## config.mk

```make
export PLATFORM = sky130hd
export DESIGN_NAME = lec_link_counters
export DESIGN_NICKNAME = d
export VERILOG_FILES = /design/src/lec_pkg.sv /design/src/lec_link_counters.sv /design/src/lec_sat_cnt.sv
export VERILOG_INCLUDE_DIRS = /design/src
export SDC_FILE = /design/constraint.sdc
export NUM_CORES = 2
export LEC_CHECK = 0
export ABC_AREA = 0
export BUFFER_PORTS_ARGS = -buffer_cell sky130_fd_sc_hd__buf_4
export CAP_MARGIN = 20
export CORE_ASPECT_RATIO = 1.1
export CORE_MARGIN = 4
export CORE_UTILIZATION = 55
export CTS_CLUSTER_SIZE = 28
export DETAILED_ROUTE_END_ITERATION = 6
export PLACE_DENSITY = 0.71
export SETUP_SLACK_MARGIN = 0.2
export SLEW_MARGIN = 20
export SYNTH_ARGS = -nofsm -noshare
export SYNTH_HDL_FRONTEND = slang
export SYNTH_HIERARCHICAL = 1
export SYNTH_SLANG_ARGS = --single-unit
```

## constraint.sdc

```tcl
create_clock -name core_clk_i -period 3.5 [get_ports core_clk_i]
set_input_delay 0.35 -clock core_clk_i [delete_from_list [all_inputs] [get_ports core_clk_i]]
set_output_delay 0.35 -clock core_clk_i [all_outputs]
set_load 0.03 [all_outputs]
```

## src/lec_consts.svh

```systemverilog
// constants for the link error counter block
// assumes inclusion by the package and by design modules
`ifndef LEC_CONSTS_SVH
`define LEC_CONSTS_SVH
`define LEC_CUM_W        8
`define LEC_BKG_W        16
`define LEC_CUM_MAX      8'hff
`define LEC_BKG_MAX      16'hffff
`define LEC_NUM_CUM      3'h7
`define LEC_NUM_BKG      2'h3
`define LEC_RSN_HDR      5'h01
`define LEC_RSN_DATA     5'h02
`define LEC_RSN_REP      5'h03
`define LEC_RSN_BUF_TU   5'h08
`define LEC_RSN_BUF_TS   5'h10
`define LEC_FLG_HDR      0
`define LEC_FLG_DATA     1
`define LEC_FLG_REP      2
`define LEC_NUM_TRIB     12
`endif

```

## src/lec_pkg.sv

```systemverilog
// types shared by the link error counter block
// assumes lec_consts.svh is on the include path
`include "lec_consts.svh"
package lec_pkg;
	typedef enum logic [2:0] {
		LEC_G_OUT_DATA   = 3'h0,
		LEC_G_IN_DATA    = 3'h1,
		LEC_G_LOC_REPTO  = 3'h2,
		LEC_G_REM_REPTO  = 3'h3,
		LEC_G_LOC_BUF    = 3'h4,
		LEC_G_REM_BUF    = 3'h5,
		LEC_G_SEL_TO     = 3'h6
	} lec_group_type;

	typedef enum logic [1:0] {
		LEC_B_TX   = 2'h0,
		LEC_B_RX   = 2'h1,
		LEC_B_SEL  = 2'h2
	} lec_bkg_type;

	// one cumulative group: counter plus its type flags
	typedef struct packed {
		logic [7:0] count;
		logic [3:0] flags;
	} lec_cum_type;

	// one event as presented by the link controller
	typedef struct packed {
		logic       valid;
		logic       nak_rx;
		logic [4:0] reason;
		logic [2:0] group;
		logic [3:0] flag_set;
	} lec_event_type;
endpackage

```

## src/lec_link_counters.sv

```systemverilog
// link error counters: per-tributary data link counters and station counters
// assumes event strobes come from logic on core_clk_i; one event per cycle
// point-to-point mode keeps only slot zero live; clears still follow the read select
`timescale 1ns/1ps
module lec_link_counters
	import lec_pkg::*;
#(
	parameter int NUM_TRIB = `LEC_NUM_TRIB,
	parameter int NUM_STN  = 4
) (
	input  wire logic                        core_clk_i,
	input  wire logic                        rst_n_i,
	input  wire logic                        multipoint_i,
	input  wire logic [$clog2(NUM_TRIB)-1:0] trib_sel_i,
	input  wire lec_event_type               event_i,
	input  wire logic [2:0]                  bkg_inc_i,
	input  wire logic [NUM_STN-1:0]          stn_inc_i,
	input  wire logic [3:0]                  stn_flag_set_i,
	input  wire logic                        establish_i,
	input  wire logic                        trib_rd_clr_i,
	input  wire logic                        glob_rd_clr_i,
	input  wire logic [$clog2(NUM_TRIB)-1:0] rd_trib_i,
	input  wire logic [2:0]                  rd_group_i,
	output lec_cum_type                      rd_cum_o,
	output logic      [`LEC_BKG_W-1:0]       rd_bkg_tx_o,
	output logic      [`LEC_BKG_W-1:0]       rd_bkg_rx_o,
	output logic      [`LEC_BKG_W-1:0]       rd_bkg_sel_o,
	output logic      [`LEC_CUM_W*NUM_STN-1:0] stn_count_o,
	output logic      [3:0]                  stn_flags_o,
	output logic                             out_header_check_flag_o,
	output logic                             out_datafield_check_flag_o,
	output logic                             out_reply_response_flag_o
);
	localparam int TW = $clog2(NUM_TRIB);
	localparam int NG = int'(`LEC_NUM_CUM);
	localparam int NB = int'(`LEC_NUM_BKG);

	initial begin
		if (NUM_TRIB < 2 || NUM_STN < 1) begin
			$error("lec_link_counters: need two tributaries and one station counter");
		end
		// the group and background increment ports are three bits wide
		if (NG > 8 || NB > 3) begin
			$error("lec_link_counters: group or background count exceeds its port");
		end
		if ($bits(rd_cum_o.count) != `LEC_CUM_W) begin
			$error("lec_link_counters: group count field disagrees with counter width");
		end
	end

	// tributary status slots in data memory
	lec_cum_type              tributary_status_slot_q [NUM_TRIB][NG];
	logic [`LEC_BKG_W-1:0]    bkg_q [NUM_TRIB][NB];

	// point-to-point folds every event onto slot zero
	logic [TW-1:0] act_trib;
	assign act_trib = multipoint_i ? trib_sel_i : '0;

	function automatic logic [3:0] reason_flag(input logic [4:0] rsn);
		unique case (rsn)
			`LEC_RSN_HDR:    reason_flag = 4'h1;
			`LEC_RSN_DATA:   reason_flag = 4'h2;
			`LEC_RSN_REP:    reason_flag = 4'h4;
			// buffer reasons reuse bits zero and one within the buffer groups
			`LEC_RSN_BUF_TU: reason_flag = 4'h1;
			`LEC_RSN_BUF_TS: reason_flag = 4'h2;
			default:         reason_flag = 4'h0;
		endcase
	endfunction

	function automatic logic [7:0] sat8(input logic [7:0] v);
		sat8 = (v == `LEC_CUM_MAX) ? v : v + 8'h01;
	endfunction

	// slot clear: establish or read-and-clear of the chosen tributary
	logic clr_slot;
	assign clr_slot = establish_i || trib_rd_clr_i;

	function automatic logic trib_match(input logic [TW-1:0] sel, input int idx);
		trib_match = (sel == TW'(idx));
	endfunction

	// per-slot strobes decoded once and shared by counters and flags
	logic [NUM_TRIB-1:0] clr_hit;
	logic [NUM_TRIB-1:0] inc_hit;
	genvar h;
	generate
		for (h = 0; h < NUM_TRIB; h++) begin : g_hit
			assign clr_hit[h] = clr_slot && trib_match(rd_trib_i, h);
			assign inc_hit[h] = trib_match(act_trib, h);
		end
	endgenerate

	// one-hot group strobe of the current event
	logic [NG-1:0] grp_hit;
	genvar q;
	generate
		for (q = 0; q < NG; q++) begin : g_grp
			assign grp_hit[q] = event_i.valid && (event_i.group == 3'(q));
		end
	endgenerate

	logic [3:0] ev_flags;
	always_comb begin
		ev_flags = event_i.flag_set;
		// negative acknowledgements carry the type in their reason code
		if (event_i.nak_rx) begin
			ev_flags = ev_flags | reason_flag(event_i.reason);
		end
	end

	always_ff @(posedge core_clk_i) begin
		for (int t = 0; t < NUM_TRIB; t++) begin
			for (int g = 0; g < NG; g++) begin
				if (!rst_n_i) begin
					tributary_status_slot_q[t][g] <= '0;
				end else if (clr_hit[t]) begin
					// clear beats a same-cycle event; read the counts first
					tributary_status_slot_q[t][g] <= '0;
				end else if (inc_hit[t] && grp_hit[g]) begin
					tributary_status_slot_q[t][g].count <=
						sat8(tributary_status_slot_q[t][g].count);
					tributary_status_slot_q[t][g].flags <=
						tributary_status_slot_q[t][g].flags | ev_flags;
				end
			end
		end
	end

	always_ff @(posedge core_clk_i) begin
		for (int t = 0; t < NUM_TRIB; t++) begin
			for (int b = 0; b < NB; b++) begin
				if (!rst_n_i) begin
					bkg_q[t][b] <= '0;
				end else if (clr_hit[t]) begin
					bkg_q[t][b] <= '0;
				end else if (bkg_inc_i[b] && inc_hit[t]
						&& bkg_q[t][b] != `LEC_BKG_MAX) begin
					bkg_q[t][b] <= bkg_q[t][b] + 16'h0001;
				end
			end
		end
	end

	// selects past the last slot read as zero rather than an undefined word
	logic rd_in_range;
	logic rd_grp_ok;
	assign rd_in_range = int'(rd_trib_i) < NUM_TRIB;
	assign rd_grp_ok   = int'(rd_group_i) < NG;

	// registered read port; read-and-clear returns the old value
	always_ff @(posedge core_clk_i) begin
		if (!rst_n_i || !rd_in_range) begin
			rd_cum_o     <= '0;
			rd_bkg_tx_o  <= '0;
			rd_bkg_rx_o  <= '0;
			rd_bkg_sel_o <= '0;
		end else begin
			rd_cum_o     <= rd_grp_ok ?
				tributary_status_slot_q[rd_trib_i][rd_group_i] : '0;
			rd_bkg_tx_o  <= bkg_q[rd_trib_i][LEC_B_TX];
			rd_bkg_rx_o  <= bkg_q[rd_trib_i][LEC_B_RX];
			rd_bkg_sel_o <= bkg_q[rd_trib_i][LEC_B_SEL];
		end
	end

	lec_cum_type out_slot;
	assign out_slot = tributary_status_slot_q[rd_trib_i][LEC_G_OUT_DATA];

	// outbound flags of the tributary being read
	always_ff @(posedge core_clk_i) begin
		if (!rst_n_i || !rd_in_range) begin
			out_header_check_flag_o    <= 1'b0;
			out_datafield_check_flag_o <= 1'b0;
			out_reply_response_flag_o  <= 1'b0;
		end else begin
			out_header_check_flag_o    <= out_slot.flags[`LEC_FLG_HDR];
			out_datafield_check_flag_o <= out_slot.flags[`LEC_FLG_DATA];
			out_reply_response_flag_o  <= out_slot.flags[`LEC_FLG_REP];
		end
	end

	// global status slots: one station set for the whole line
	genvar s;
	generate
		for (s = 0; s < NUM_STN; s++) begin : g_stn
			lec_sat_cnt #(
				.WIDTH (`LEC_CUM_W)
			) u_stn (
				.core_clk_i (core_clk_i),
				.rst_n_i    (rst_n_i),
				.clr_i      (glob_rd_clr_i),
				.inc_i      (stn_inc_i[s]),
				.count_o    (stn_count_o[s*`LEC_CUM_W +: `LEC_CUM_W])
			);
		end
	endgenerate

	always_ff @(posedge core_clk_i) begin
		// clear wins over a same-cycle set, as in the slots
		if (!rst_n_i || glob_rd_clr_i) begin
			stn_flags_o <= '0;
		end else begin
			stn_flags_o <= stn_flags_o | stn_flag_set_i;
		end
	end
endmodule

```

## src/lec_sat_cnt.sv

```systemverilog
// saturating counter with synchronous clear
// assumes one clock, clear has priority over increment
`timescale 1ns/1ps
module lec_sat_cnt #(
	parameter int WIDTH = 8
) (
	input  wire logic             core_clk_i,
	input  wire logic             rst_n_i,
	input  wire logic             clr_i,
	input  wire logic             inc_i,
	output logic      [WIDTH-1:0] count_o
);
	initial begin
		if (WIDTH < 1) begin
			$error("lec_sat_cnt: width must be at least one");
		end
	end

	always_ff @(posedge core_clk_i) begin
		if (!rst_n_i || clr_i) begin
			count_o <= '0;
		end else if (inc_i && !(&count_o)) begin
			count_o <= count_o + 1'b1;
		end
	end
endmodule

```

==> results.py <==
metrics = {
    "outcome": {
        "status": "completed",
    },
    "synth": {
        "yosysUniqueCellTypes": 77,
        "syn_inst": 8340,
        "synth_compound_area_frac": 0.03053,
        "synth_xor_area_frac": 0.09421,
        "synth_seq_cells": 1683,
        "synthesis.nets": 8506,
        "yosysWarnings": 6,
        "synthesis.area_um2": 93250,
        "synth-edff-count": 1584,
        "avgSynthCellArea_um2": 11.18,
        "synth-simple-area-share": 0.1973,
        "synthFlopType": "edfxtp_1",
        "synth-adder-area-share": 0.01664,
        "synth_top_family_by_area": "simple AND/OR/NAND/NOR gates",
        "seq_area_frac_synth": 0.5314,
        "async_flop_share": 0,
        "synth_mux_area_frac": 0.1042,
        "synthTopCellsByArea": "edfxtp_1, mux4_2, nor2_1, xor2_1, xnor2_1",
        "yosysTopAreaCell": "edfxtp_1",
        "synth_top_area_frac": 0.5101,
    },
    "timing": {
        "min_period_ns": 2.701,
        "rsz0062_at_grt": "false",
        "fin_ws_ns": 0.7990,
        "finalMaxSlewViolations": 0,
        "tns_ns": 0,
        "slew_headroom": 0.2080,
        "worstMarginPinSlew_ns": 1.178,
        "max_freq_mhz": 370.2,
        "finalClockSkew_ns": 0.02537,
        "whs_ns": 0.07301,
        "finalCritPeriodShare": 0.7717,
        "setup_viol": 0,
        "hold_viol": 0,
    },
    "power_and_ir_drop": {
        "powerDensity_nw_per_um2": 450.2,
        "ir_drop_v": 0.0004721,
        "p_total_mw": 46.71,
        "p_leak_nw": 36.92,
    },
    "worst_setup_path": {
        "setup.worst_path.end_class": "flop",
        "cp-start-kind": "flop",
        "cp_max_fo": 16,
        "arrival_ns": 3.09,
        "criticalPathCategory": "reg2reg",
        "critPathRequiredTime_ns": 3.89,
    },
    "floorplanning": {
        "dieHeight_um": 439.8,
        "rows": 158,
        "start_util": 0.5530,
        "die_w_um": 400.6,
        "io-pin-count": 141,
        "die_area_um2": 176200,
        "core_um2": 168600,
    },
    "clock_tree": {
        "cts_tree": "done",
        "cts_max_level": 4,
        "cts_buffers": 176,
        "clk_pin_slew_worst_paths_ns": 0.07,
        "root_buffer": "clkbuf_16",
        "cts_resized": 0,
        "clk_path_buf_depth": 3,
        "cts_sinks": 1683,
        "clkLatencyLatePin_ns": 0.83,
    },
    "place": {
        "dp_slack_ns": 0.4158,
        "port_buffers": 140,
        "gp_congestion": 0.9390,
        "dpl_cell_area_um2": 97910,
        "place_hpwl_um": 183000,
        "placed_cells": 10610,
    },
    "detailed_routing": {
        "wl_per_cell_um": 23.31,
        "drt_iter0_markers": 7862,
        "first_pass_iters": 6,
        "avgViaCountPerCell": 6.194,
        "vias": 67900,
        "antenna_left": 0,
        "drc": 0,
        "routed_wl_um": 255500,
    },
    "cells_and_area": {
        "nNetsFinal": 8734,
        "final_util": 0.6154,
        "fin_area_um2": 103800,
        "nFillCells": 13180,
        "layoutNonFillerInstCount": 10960,
        "drive_above_1_share": 0.1341,
        "area_growth_syn_to_layout_pct": 11.29,
    },
    "global_routing": {
        "grt_start_max_net_pins": 100,
        "grt_pass1_vias": 65370,
        "antenna_found_initial": 11,
        "grt_pass1_wl_um": 390500,
        "overflow": 0,
        "grt_util_all_layers": 0.2850,
    },
    "flow_run": {
        "maxCapViolations": 0,
    },
    "worst_hold_path": {
        "worst_hold_path_type": "in2reg",
    },
}
==> per-layer routing <==
metal	GRT usage	part of all wire	up-vias
li1	-	-	30510
met5	0	0	-
met4	0.1402	0.056	0
met2	0.4596	0.47	3321
met1	0.3745	0.38	33430
met3	0.05212	0.093	633
==> sequential cells by signal, indices dropped and copies added (netlist names) <==
name	flops
tributary_status_slot_q	1008
bkg_q	576
g_stn.u_stn/count_o	32
rd_bkg_rx_o	16
rd_bkg_sel_o	16
rd_bkg_tx_o	16
rd_cum_o	12
stn_flags_o	4
out_datafield_check_flag_o	1
out_header_check_flag_o	1
out_reply_response_flag_o	1
==> cells in the final DEF, fill, tap and decap left out, drive strengths merged, types with 106 or more instances in the layout <==
cell       n
and4     106
inv      111
o21ai    159
mux2i    127
nor2    2008
xor2     581
nand4    162
mux4     355
xnor2    422
ha       124
clkbuf   233
nand3    479
and3     291
nand2    742
buf      426
edfxtp  1584
==> logic make-up (layout without fill, tap and decap cells) <==
group	after synthesis	after routing
AOI/OAI and AO/OA	425	425
xor gates and xnor gates	1003	1003
and+or+nand+nor	4095	4095
other	0	9
buffers and inverters	493	866
adders and majority gates	124	124
DFF	1683	1683
muxes	517	517
==> area by class of cell <==
| cell class | instances | area, um^2 | share of cell area |
|---|---|---|---|
| repair buffers | 443 | 3779 | 0.03641 |
| well taps | 2240 | 2803 | 0.02701 |
| clock buffers | 233 | 4887 | 0.04710 |
| diodes | 9 | 22.52 | 0.0002170 |
| multi-input cells | 6164 | 41570 | 0.4006 |
| flip-flops and latches | 1683 | 49550 | 0.4775 |
| clock inverters | 90 | 778.2 | 0.007500 |
| inverters | 100 | 377.9 | 0.003641 |
==> path summary, 6_finish.rpt <==
path	from	to	slack (ns)	depth (start not counted)
min	bkg_inc_i[1]	bkg_q[1][28]	0.07	3
max reg2reg	bkg_q[5][32]	bkg_q[5][44]	0.80	5
max	bkg_q[5][32]	bkg_q[5][44]	0.80	5
min reg2reg	g_stn[3].u_stn/count_o[1]	g_stn[3].u_stn/count_o[1]	0.51	2
==> repair_timing <==
action / CTS / global route
hold endpoints to repair: 34 / 0
hold buffers: 17 / 0
buffers inserted: 0 / 0
==> worst max-delay path, cell delays in order (launching register included) <==
cell and delay, ns:
edfxtp_1 0.42, ha_1 0.21, nand3_1 0.20, nor3_1 0.52, a31o_2 0.44, nand2_1 0.48
==> cell usage after synthesis (19+ instances only) <==
library cell     n
edfxtp_1      1584
buf_4           28
nand2b_1        19
nor4_1          23
and3_1         291
o22ai_1         35
or2_2           26
buf_2           84
a31o_2          20
nand4_1        162
dfxtp_1         99
ha_1           124
and2_1          82
xor2_1         581
mux4_2         339
a21oi_1         47
nor2_1        2008
xnor2_1        422
buf_1           19
nand3_1        479
and4_1         106
nor2b_1         46
o21ai_0        158
clkbuf_1       229
a211oi_1        25
inv_1          100
nor3_1          64
mux2_2          35
nand2_1        742
mux2i_1        127
==> power breakdown <==
part	leakage [nW]	internal [mW]	switching (mW)
clock	2.79	10.5	8.15
combinational	16.8	1.65	2.38
sequential	17.3	22.9	1.09
total	36.9	35.1	11.6
Power figures use the tool's default switching activity.
